$ cat src/rtl/fsp_pkg.sv
// Constants and carriers for the frame-timing synchronisation port block.
// Assumes a 10 MHz station clock (100 ns period).
package fsp_pkg;

  // ------------------------------------------------------------
  // Clock and times
  // ------------------------------------------------------------
  localparam int CLK_NS = 100;
  localparam int SHORT_MIN_NS = 5000;       // 5 us
  localparam int SHORT_MAX_NS = 1000000;    // 1 ms
  localparam int LONG_MIN_NS = 2000000;     // 2 ms
  localparam int LONG_MAX_NS = 5000000;     // 5 ms
  localparam int FRAME_NS = 10000000;       // 10 ms
  localparam int TICK_NS = 125000;          // 0.125 ms stamp step
  localparam int FRAME_MARGIN_NS = 100000;  // slack on frame gap

  // Least times round up, longest round down
  localparam int SHORT_MIN_CYC = (SHORT_MIN_NS + CLK_NS - 1) / CLK_NS;
  localparam int SHORT_MAX_CYC = SHORT_MAX_NS / CLK_NS;
  localparam int LONG_MIN_CYC = (LONG_MIN_NS + CLK_NS - 1) / CLK_NS;
  localparam int LONG_MAX_CYC = LONG_MAX_NS / CLK_NS;
  localparam int FRAME_CYC = FRAME_NS / CLK_NS;
  localparam int TICK_CYC = TICK_NS / CLK_NS;
  localparam int FRAME_MAX_CYC = (FRAME_NS + FRAME_MARGIN_NS) / CLK_NS;

  // ------------------------------------------------------------
  // Widths and counts
  // ------------------------------------------------------------
  localparam int CNT_W = 24;
  localparam int TICK_W = 12;
  localparam int STAMP_W = 19;              // 0 .. 327679 ticks
  localparam int FRAMES_PER_MF = 256;
  localparam int TICKS_PER_FRAME = 80;
  localparam logic [STAMP_W-1:0] STAMP_LAST = 19'h4ffff;
  localparam logic [7:0] FRAME_LAST = 8'hff;
  localparam int GOOD_MF_NEEDED = 1;

  // ------------------------------------------------------------
  // Types
  // ------------------------------------------------------------
  typedef enum logic [1:0] {
    FSP_HUNT = 2'b00,   // waiting for first long pulse
    FSP_LOCK = 2'b01,   // frame timing following input
    FSP_LOST = 2'b11    // input judged invalid
  } fsp_state_e;

  typedef struct packed {
    logic [STAMP_W-1:0] request_send_stamp;
    logic [STAMP_W-1:0] receive_stamp;
    logic [STAMP_W-1:0] reply_send_stamp;
  } fsp_reply_s;

  typedef struct packed {
    logic frame_start;
    logic multiframe_start;
    logic [7:0] frame_count;
    logic valid;
  } fsp_timing_s;

endpackage : fsp_pkg

$ cat src/rtl/fsp_pulse_meas.sv
// Measures pulses on the synchronised sync input and classifies them.
// Assumes the input is already on the station clock.
`timescale 1ns/1ns
module fsp_pulse_meas (
  input wire logic clk,
  input wire logic rst_n,
  input wire logic sync_level,
  output logic fall_short,
  output logic fall_long,
  output logic fall_bad
);
  import fsp_pkg::*;

  typedef struct packed {
    logic [CNT_W-1:0] width;
    logic last;
    logic short_p;
    logic long_p;
    logic bad_p;
  } fsp_meas_s;

  fsp_meas_s q, next_q;

  // ------------------------------------------------------------
  // Width counter and falling-edge classification
  // ------------------------------------------------------------
  always_comb begin
    next_q = q;
    next_q.last = sync_level;
    next_q.short_p = 1'b0;
    next_q.long_p = 1'b0;
    next_q.bad_p = 1'b0;
    if (sync_level && !q.last) begin
      next_q.width = CNT_W'(1);
    end else if (sync_level && q.width != {CNT_W{1'b1}}) begin
      next_q.width = q.width + CNT_W'(1);
    end
    if (!sync_level && q.last) begin
      if (q.width >= CNT_W'(SHORT_MIN_CYC) &&
          q.width <= CNT_W'(SHORT_MAX_CYC)) begin
        next_q.short_p = 1'b1;
      end else if (q.width >= CNT_W'(LONG_MIN_CYC) &&
                   q.width <= CNT_W'(LONG_MAX_CYC)) begin
        next_q.long_p = 1'b1;         // Multiframe marker class
      end else begin
        next_q.bad_p = 1'b1;          // Outside both ranges
      end
    end
  end

  always_ff @(posedge clk or negedge rst_n) begin
    if (!rst_n) begin
      q <= '0;
    end else begin
      q <= next_q;
    end
  end

  assign fall_short = q.short_p;
  assign fall_long = q.long_p;
  assign fall_bad = q.bad_p;

endmodule : fsp_pulse_meas

$ cat src/rtl/fsp_sync_port.sv
// Sync-port frame timing: decodes the pulse-coded sync input, keeps frame
// and multiframe counters, regenerates the pulse on the sync output while locked and
// answers node-synchronisation requests with station frame-number stamps.
// Assumes sync_input_port is asynchronous; request strobes are on clk.
`timescale 1ns/1ns

module fsp_sync_port (
  input wire logic clk,
  input wire logic resetn,
  input wire logic sync_input_port,
  input wire logic req_valid,
  input wire logic [fsp_pkg::STAMP_W-1:0] req_request_send_stamp,
  input wire logic reply_ready,
  output logic sync_output_port,
  output fsp_pkg::fsp_timing_s timing,
  output logic [fsp_pkg::STAMP_W-1:0] station_frame_number,
  output logic req_ready,
  output logic reply_valid,
  output fsp_pkg::fsp_reply_s reply
);
  import fsp_pkg::*;

  typedef struct packed {
    logic [2:0] in_sync;
    logic level;
    fsp_state_e state;
    logic [CNT_W-1:0] gap;
    logic [TICK_W-1:0] tick_cnt;
    logic [STAMP_W-1:0] sfn_time;
    logic [7:0] frame_cnt;
    logic frame_start;
    logic mf_start;
    logic out_pin;
    logic busy;
    logic rvalid;
    logic vld;                  // Registered copy of the locked state
    logic ready;                // Registered request ready
    fsp_reply_s rep;
  } fsp_top_s;

  fsp_top_s q, next_q;
  logic rst_n;
  logic fall_short;
  logic fall_long;
  logic fall_bad;
  logic fall_any;
  logic sync_now;

  // ------------------------------------------------------------
  // Reset release and pulse measurement
  // ------------------------------------------------------------
  logic [1:0] rst_q;
  always_ff @(posedge clk or negedge resetn) begin
    if (!resetn) begin
      rst_q <= 2'h0;
    end else begin
      rst_q <= {rst_q[0], 1'b1};
    end
  end
  assign rst_n = rst_q[1];

  // Agreed input level, taken as soon as stages two and three agree;
  // skipping the extra level flop keeps the fall-to-frame delay at 500 ns
  assign sync_now = (q.in_sync[1] == q.in_sync[2]) ? q.in_sync[2] : q.level;

  fsp_pulse_meas u_meas (
    .clk(clk),
    .rst_n(rst_n),
    .sync_level(sync_now),
    .fall_short(fall_short),
    .fall_long(fall_long),
    .fall_bad(fall_bad)
  );
  assign fall_any = fall_short | fall_long;

  // ------------------------------------------------------------
  // Next-state logic
  // ------------------------------------------------------------
  always_comb begin
    next_q = q;
    next_q.frame_start = 1'b0;
    next_q.mf_start = 1'b0;
    // Three-stage input synchroniser; stage 0 feeds only stage 1
    next_q.in_sync = {q.in_sync[1:0], sync_input_port};
    if (q.in_sync[1] == q.in_sync[2]) begin
      next_q.level = q.in_sync[2];
    end

    // Station time base in 0.125 ms ticks
    if (q.tick_cnt == TICK_W'(TICK_CYC - 1)) begin
      next_q.tick_cnt = '0;
      next_q.sfn_time = (q.sfn_time == STAMP_LAST) ? '0
                        : q.sfn_time + STAMP_W'(1);
    end else begin
      next_q.tick_cnt = q.tick_cnt + TICK_W'(1);
    end
    // Free-running frame when not locked
    if (q.state != FSP_LOCK && q.tick_cnt == TICK_W'(TICK_CYC - 1) &&
        q.sfn_time % STAMP_W'(TICKS_PER_FRAME) ==
        STAMP_W'(TICKS_PER_FRAME - 1)) begin
      next_q.frame_start = 1'b1;
      next_q.frame_cnt = q.frame_cnt + 8'h1;
      next_q.mf_start = (q.frame_cnt == FRAME_LAST);
    end

    // Missing-pulse watchdog
    if (fall_any) begin
      next_q.gap = '0;
    end else if (q.gap != CNT_W'(FRAME_MAX_CYC)) begin
      next_q.gap = q.gap + CNT_W'(1);
    end

    case (q.state)
      FSP_HUNT, FSP_LOST: begin
        // Lock only on a clean long pulse
        if (fall_long) begin
          next_q.state = FSP_LOCK;
          next_q.frame_start = 1'b1;
          next_q.mf_start = 1'b1;
          next_q.frame_cnt = '0;
          next_q.tick_cnt = '0;
          next_q.sfn_time = q.sfn_time - q.sfn_time %
                            STAMP_W'(TICKS_PER_FRAME * FRAMES_PER_MF);
        end
      end
      FSP_LOCK: begin
        if (fall_bad || q.gap == CNT_W'(FRAME_MAX_CYC)) begin
          next_q.state = FSP_LOST;
        end else if (fall_long && q.frame_cnt != FRAME_LAST) begin
          next_q.state = FSP_LOST;
        end else if (fall_any) begin
          // Frame boundary taken from the falling edge
          next_q.frame_start = 1'b1;
          next_q.mf_start = fall_long;
          next_q.frame_cnt = fall_long ? '0 : q.frame_cnt + 8'h1;
          next_q.tick_cnt = '0;
          next_q.sfn_time = q.sfn_time - q.sfn_time %
                            STAMP_W'(TICKS_PER_FRAME) +
                            STAMP_W'(TICKS_PER_FRAME);
          if (next_q.sfn_time > STAMP_LAST) begin
            next_q.sfn_time = '0;
          end
        end
      end
      default: next_q.state = FSP_HUNT;
    endcase

    // Regenerated output only while the state one cycle earlier was FSP_LOCK
    next_q.out_pin = (q.state == FSP_LOCK) && q.level;

    // Node-synchronisation request and reply
    if (req_valid && q.ready) begin
      next_q.busy = 1'b1;
      next_q.rep.request_send_stamp = req_request_send_stamp;
      next_q.rep.receive_stamp = q.sfn_time;
    end else if (q.busy && !q.rvalid) begin
      next_q.rvalid = 1'b1;
      next_q.rep.reply_send_stamp = q.sfn_time;
    end else if (q.rvalid && reply_ready) begin
      next_q.rvalid = 1'b0;
      next_q.busy = 1'b0;
    end

    // Status outputs held in flops of their own
    next_q.ready = !next_q.busy;
    next_q.vld = (next_q.state == FSP_LOCK);
  end

  // ------------------------------------------------------------
  // State register
  // ------------------------------------------------------------
  always_ff @(posedge clk or negedge rst_n) begin
    if (!rst_n) begin
      q <= '0;
      q.state <= FSP_HUNT;
    end else begin
      q <= next_q;
    end
  end

  // ------------------------------------------------------------
  // Outputs, all from flip-flops
  // ------------------------------------------------------------
  assign sync_output_port = q.out_pin;
  assign timing.frame_start = q.frame_start;
  assign timing.multiframe_start = q.mf_start;
  assign timing.frame_count = q.frame_cnt;
  assign timing.valid = q.vld;
  assign station_frame_number = q.sfn_time;
  assign req_ready = q.ready;
  assign reply_valid = q.rvalid;
  assign reply = q.rep;

endmodule : fsp_sync_port

$ cat config.mk
export PLATFORM = sky130hd
export DESIGN_NAME = fsp_sync_port
export DESIGN_NICKNAME = d
export VERILOG_FILES = /design/src/rtl/fsp_pkg.sv /design/src/rtl/fsp_pulse_meas.sv /design/src/rtl/fsp_sync_port.sv
export SDC_FILE = /design/constraint.sdc
export NUM_CORES = 1
export LEC_CHECK = 0
export BUFFER_PORTS_ARGS = -buffer_cell sky130_fd_sc_hd__buf_4
export CAP_MARGIN = 10
export CORE_ASPECT_RATIO = 0.7
export CORE_MARGIN = 3
export CORE_UTILIZATION = 37
export DETAILED_ROUTE_END_ITERATION = 16
export PLACE_DENSITY = 0.56
export SKIP_CTS_REPAIR_TIMING = 1
export SLEW_MARGIN = 15
export SYNTH_ARGS = -nofsm -noshare
export SYNTH_HDL_FRONTEND = slang
export SYNTH_SLANG_ARGS = --single-unit
$ cat constraint.sdc
create_clock -name clk -period 5 [get_ports clk]
set_input_delay 0.75 -clock clk [delete_from_list [all_inputs] [get_ports clk]]
set_output_delay 0.75 -clock clk [all_outputs]
set_load 0.02 [all_outputs]
==> flow_summary.toml, run 1 <==
[final_layout]
diodes = 0
final_area_um2 = 15200
nNetsFinal = 1642
drive_gt1_frac = 0.339
syn2layout_area_growth_pct = 29.7

[status]
status = "complete, but fails checks"
violations = "setup timing"

[logic_synthesis]
syn_area_um2 = 11700
netlist_instances = 1356
synth_flop_cell = "dfrtp_1"
synth_cell_types = 87
synth-seq-cells = 162
synth.most_common_cell = "dfrtp_1"
yosys.area.top_type = "dfrtp_1"
seq_area_frac_synth = 0.346
synth_edf_count = 0
synthTopCellsByCount = "162 x dfrtp_1, 132 x nor2_1, 112 x nand2_1"
postSynthAreaPerCell_um2 = 8.63
yosysTopAreaCellShare = 0.346
synth_warnings = 0
synthArstFlopShare = 1.00
synth_area_leaders = "dfrtp_1 35%, ha_1 6.2%, buf_4 5.7%"

[timing]
finalHoldViolCount = 0
rsz0062_at_grt = "yes"
slew_violations = 0
fmax_ghz = 0.125
fin_crit_sh = 1.60
min_period_ps = 8000
setup_viol = 26
holdWs_ps = 59.8
relSlewSlack = 0.364
skew_ps = 18.2
worst_slack_ps = -3000
tightest_slew_ps = 953

[power]
leakage_nw = 6.64
powerDensity_nw_per_um2 = 316
ir_drop_v = 0.000269

[place]
dp_hpwl_um = 24500
port_buffers = 113
place_area_um2 = 13900
gp_congestion = 0.911

[floorplan]
die_h_um = 155
initial_utilization = 0.383
core_area_um2 = 30600
num_rows = 53
io_pins = 114
fp.dieW_um = 219
die_area_um2 = 33800

[critical_path]
cpMostUsedCell = "o21a_1"
slowest_delay_ps = 520
end_kind = "flop"
crit_family = "compound AO/OA/AOI/OAI gates"
path_class = "reg -> reg"
critPathMaxFanout = 8
crit_buf_inv = 5
cp.required_ps = 5360
crit_path_top_delay_cell = "or4b_4"
cp-start-kind = "flop"
crit_arrival_ps = 8360

[clock_tree]
root_buffer = "clkbuf_16"
clock_latency_ps = 460
clock_sinks = 162
clockBufferDepth = 2
cts_buffers = 17
htree_levels = 4
cts.clk_slew.worst_paths_ps = 70
cts_tree = "built"

[detailed_routing]
avgRoutedWirePerCell_um = 17.0
drt_iter0_drc = 724
post-route-drc-count = 0
via_count = 10419
vias_per_cell = 5.25
routed_wl_um = 33700
firstDrtPassIters = 5
ant_nets = 0

[grt]
antenna_found_initial = 0
gr-total-overflow = 0
grtUsageMet2 = 0.276
use_met3 = 0.0375
gr-max-usage-layer = "met1"
use_met1 = 0.304
grt_max_degree = 96
grt_pass1_wl_um = 52700
grt_usage = 0.195
first_global_vias = 9632

[flow_run]
drv_cap = 0

[hold_path]
hold_class = "in -> async"
layer usage:
metal	wire length (um)	vias up
li1	-	5132
met1	17500	5034
met2	14400	234
met3	1580	19
met4	290	0
met5	0	-
metrics by stage:
step	setup WS [ps]	power, mW	setup TNS [ps]	util	cells
6_report	-3000	4.79	-52690	0.496	1984
5_1_grt	-3270	5.07	-58980	0.496	1984
4_1_cts	-3180	4.64	-52810	0.472	1949
3_5_place_dp	-3110	3.30	-51120	0.454	1917
3_3_place_gp	-3010	3.29	-49780	0.454	1917
2_1_floorplan	-2120	2.84	-32820	-	1370
final timing paths:
check | slack (ps) | depth (start not counted) | from | to
setup reg to reg | -3000 | 38 | station_frame_number[14] | station_frame_number[15]
max in group asynchronous | 3470 | 1 | rst_q[1] | reply[41]
setup / recovery | -3000 | 38 | station_frame_number[14] | station_frame_number[15]
hold / removal | 60 | 1 | resetn | rst_q[1]
hold reg to reg | 360 | 0 | next_q[131] | next_q[132]
min in group clk | 360 | 0 | next_q[131] | next_q[132]
state kept, by name, summed over array words and instances, names as in the netlist, 2 cells and up:
| name | flops |
|---|---|
| rst_q | 2 |
| timing | 11 |
| reply | 57 |
| next_q | 2 |
| station_frame_number | 19 |
| q | 41 |
| u_meas.q | 24 |
power breakdown:
part	internal, mW	switching [mW]
sequential	1.48	0.115
clock	0.668	0.630
combinational	0.923	0.984
layout by cell type (no fill, tap or decap), types with 11 or more instances in the layout:
cell	n
o21ai_0	66
nand4_1	18
or3_1	19
nor4_1	13
nand3_1	46
xnor2_1	48
ha_1	54
buf_6	11
inv_1	59
a21oi_1	53
mux2_2	44
nor2b_1	16
o211ai_1	12
conb_1	15
o21a_1	19
clkbuf_16	18
nor2_1	124
nand2_1	108
dfrtp_1	155
and3_1	18
nor3_1	30
buf_4	302
a21oi_2	13
xor2_1	36
cell families (layout without fill, tap and decap cells):
kind of cell | Yosys count | after routing | synth area share
adder cells (fa/ha/maj) | 61 | 61 | 0.0656
XOR/XNOR | 87 | 87 | 0.0651
multiplexers | 49 | 49 | 0.0466
buffers and inverters | 219 | 419 | 0.100
other | 1 | 15 | 0.000321
AO/OA/AOI/OAI | 302 | 302 | 0.176
flip-flops | 162 | 162 | 0.346
AND/OR/NAND/NOR | 475 | 477 | 0.200
final cells by class:
class	instances	area [um2]
fillers	2897	15400
multi-input cells	991	7230
flip-flops and latches	162	4070
repair buffers	320	2540
well taps	412	515
clock buffers	19	443
inverters	67	259
clock inverters	13	116
No activity file was read; power rests on OpenSTA's default activity.
==> run 2, diff against run 1 <==
--- a/config.mk
+++ b/config.mk
@@ -7,11 +7,13 @@
 export LEC_CHECK = 0
 export BUFFER_PORTS_ARGS = -buffer_cell sky130_fd_sc_hd__buf_4
 export CAP_MARGIN = 10
+export CELL_PAD_IN_SITES_DETAIL_PLACEMENT = 0
+export CELL_PAD_IN_SITES_GLOBAL_PLACEMENT = 1
 export CORE_ASPECT_RATIO = 0.7
 export CORE_MARGIN = 3
 export CORE_UTILIZATION = 37
 export DETAILED_ROUTE_END_ITERATION = 16
-export PLACE_DENSITY = 0.56
+export PLACE_DENSITY = 0.7
 export SKIP_CTS_REPAIR_TIMING = 1
 export SLEW_MARGIN = 15
 export SYNTH_ARGS = -nofsm -noshare
==> flow_summary.toml, run 2 (same netlist as run 1, synthesis figures left out) <==
[critical_path]
cp.depth = 36
crit_path_top_delay_cell = "or4b_4"
cp-start-kind = "flop"
crit_arrival_ps = 8190
regToRegEndpoint = "station_frame_number[9]"
r2r-start = "station_frame_number[14]"
ff2ff_setup_slack_ps = -2830
critPathMaxFanout = 8
cp.required_ps = 5360
crit_family = "compound AO/OA/AOI/OAI gates"
end_kind = "flop"
slowest_delay_ps = 550
path_class = "reg -> reg"
cpMostUsedCell = "o21a_1"
crit_buf_inv = 3
worstRegToRegCells = 36

[clock_tree]
clock_latency_ps = 450
cts.clk_slew.worst_paths_ps = 70
cts_tree = "built"
clockBufferDepth = 2
htree_levels = 4
clock_sinks = 162
root_buffer = "clkbuf_16"
cts_buffers = 17

[final_layout]
nNetsFinal = 1620
drive_gt1_frac = 0.326
layout_common_cells = "293 x buf_4, 158 x dfrtp_1, 122 x nor2_1"
diodes = 0
syn2layout_area_growth_pct = 28.4
final_common_cell = "buf_4"
largest_register_ffs = 57

[grt]
gr-max-usage-layer = "met1"
grt_usage = 0.197
use_met1 = 0.306
use_met3 = 0.0395
first_global_vias = 9797
grt_pass1_wl_um = 53500
antenna_found_initial = 0
grtUsageMet2 = 0.282
grt_max_degree = 89
gr-total-overflow = 0

[timing]
worst_slack_ps = -2830
fin_crit_sh = 1.57
relSlewSlack = 0.348
holdWs_ps = 67.5
finalHoldViolCount = 0
setup_tns_ps = -48510
tightest_slew_ps = 978
setup_viol = 25
rsz0062_at_grt = "yes"
fmax_ghz = 0.128
slew_violations = 0
min_period_ps = 7830
skew_ps = 18.3

[floorplan]
core_area_um2 = 30600
fp.dieW_um = 219
initial_utilization = 0.383
die_area_um2 = 33800
num_rows = 53
io_pins = 114
die_h_um = 155

[power]
ir_drop_v = 0.000232
switchingPower_mw = 1.67
powerDensity_nw_per_um2 = 319
switching_share = 0.348
clkPwrFrac = 0.285
combPwrFrac = 0.382
leakage_nw = 6.55
seqPwrFrac = 0.333
power_mw = 4.79
intPower_mw = 3.12

[place]
gp_congestion = 0.863
dp_hpwl_um = 24600
port_buffers = 113

[flow_run]
drv_cap = 0

[detailed_routing]
firstDrtPassIters = 5
via_count = 10338
vias_per_cell = 5.27
avgRoutedWirePerCell_um = 17.3
drt_iter0_drc = 692
post-route-drc-count = 0
ant_nets = 0
routed_wl_um = 34000

[status]
violations = "setup timing"
status = "complete, but fails checks"

[hold_path]
hold_class = "in -> async"
## run 2: power by group through the flow
stage | logic (mW) | registers (mW) | clock network (mW)
floorplan | 1.24 | 1.60 | 0
global placement | 1.66 | 1.61 | 0
detailed placement | 1.67 | 1.62 | 0
CTS | 1.67 | 1.59 | 1.41
global route | 1.98 | 1.62 | 1.46
finish | 1.83 | 1.59 | 1.36
## run 2: per-layer routing
layer / vias up / wire length [um]
met5: - / 0
li1: 5081 / -
met2: 226 / 14500
met4: 0 / 314
met1: 5009 / 17500
met3: 22 / 1590
## run 2: layout make-up
type | count | area (um2)
Fill cell | 2906 | 15600
Multi-Input combinational cell | 990 | 7270
Sequential cell | 162 | 4060
Timing Repair Buffer | 299 | 2320
Tap cell | 412 | 515
Clock buffer | 21 | 470
Inverter | 67 | 260
Clock inverter | 10 | 124
## run 2: how the worst max path moves through the flow
stage	start	to	slack [ps]
finish	station_frame_number[14]	station_frame_number[9]	-2830
global route	station_frame_number[14]	station_frame_number[9]	-3200
CTS	station_frame_number[15]	station_frame_number[13]	-3130
detailed placement	station_frame_number[13]	station_frame_number[13]	-3070
global placement	station_frame_number[13]	station_frame_number[13]	-3060
floorplan	station_frame_number[16]	station_frame_number[13]	-2120
## run 2: worst register-to-register path, delay by kind of cell, from the launching register on
kind            cells  cell delay (ps)
buf+inv             3              430
flops               1              450
simple gates        9             1560
compound gates     21             4550
fa+ha+maj           3              790
## run 2: per-stage QoR
stage	utilization	cell area (um2)	instances	setup slack (ps)
floorplan	-	12100	1370	-2120
global placement	0.447	13700	1896	-3060
detailed placement	0.447	13700	1896	-3070
CTS	0.467	14300	1927	-3130
global route	0.491	15000	1961	-3200
finish	0.491	15000	1961	-2830
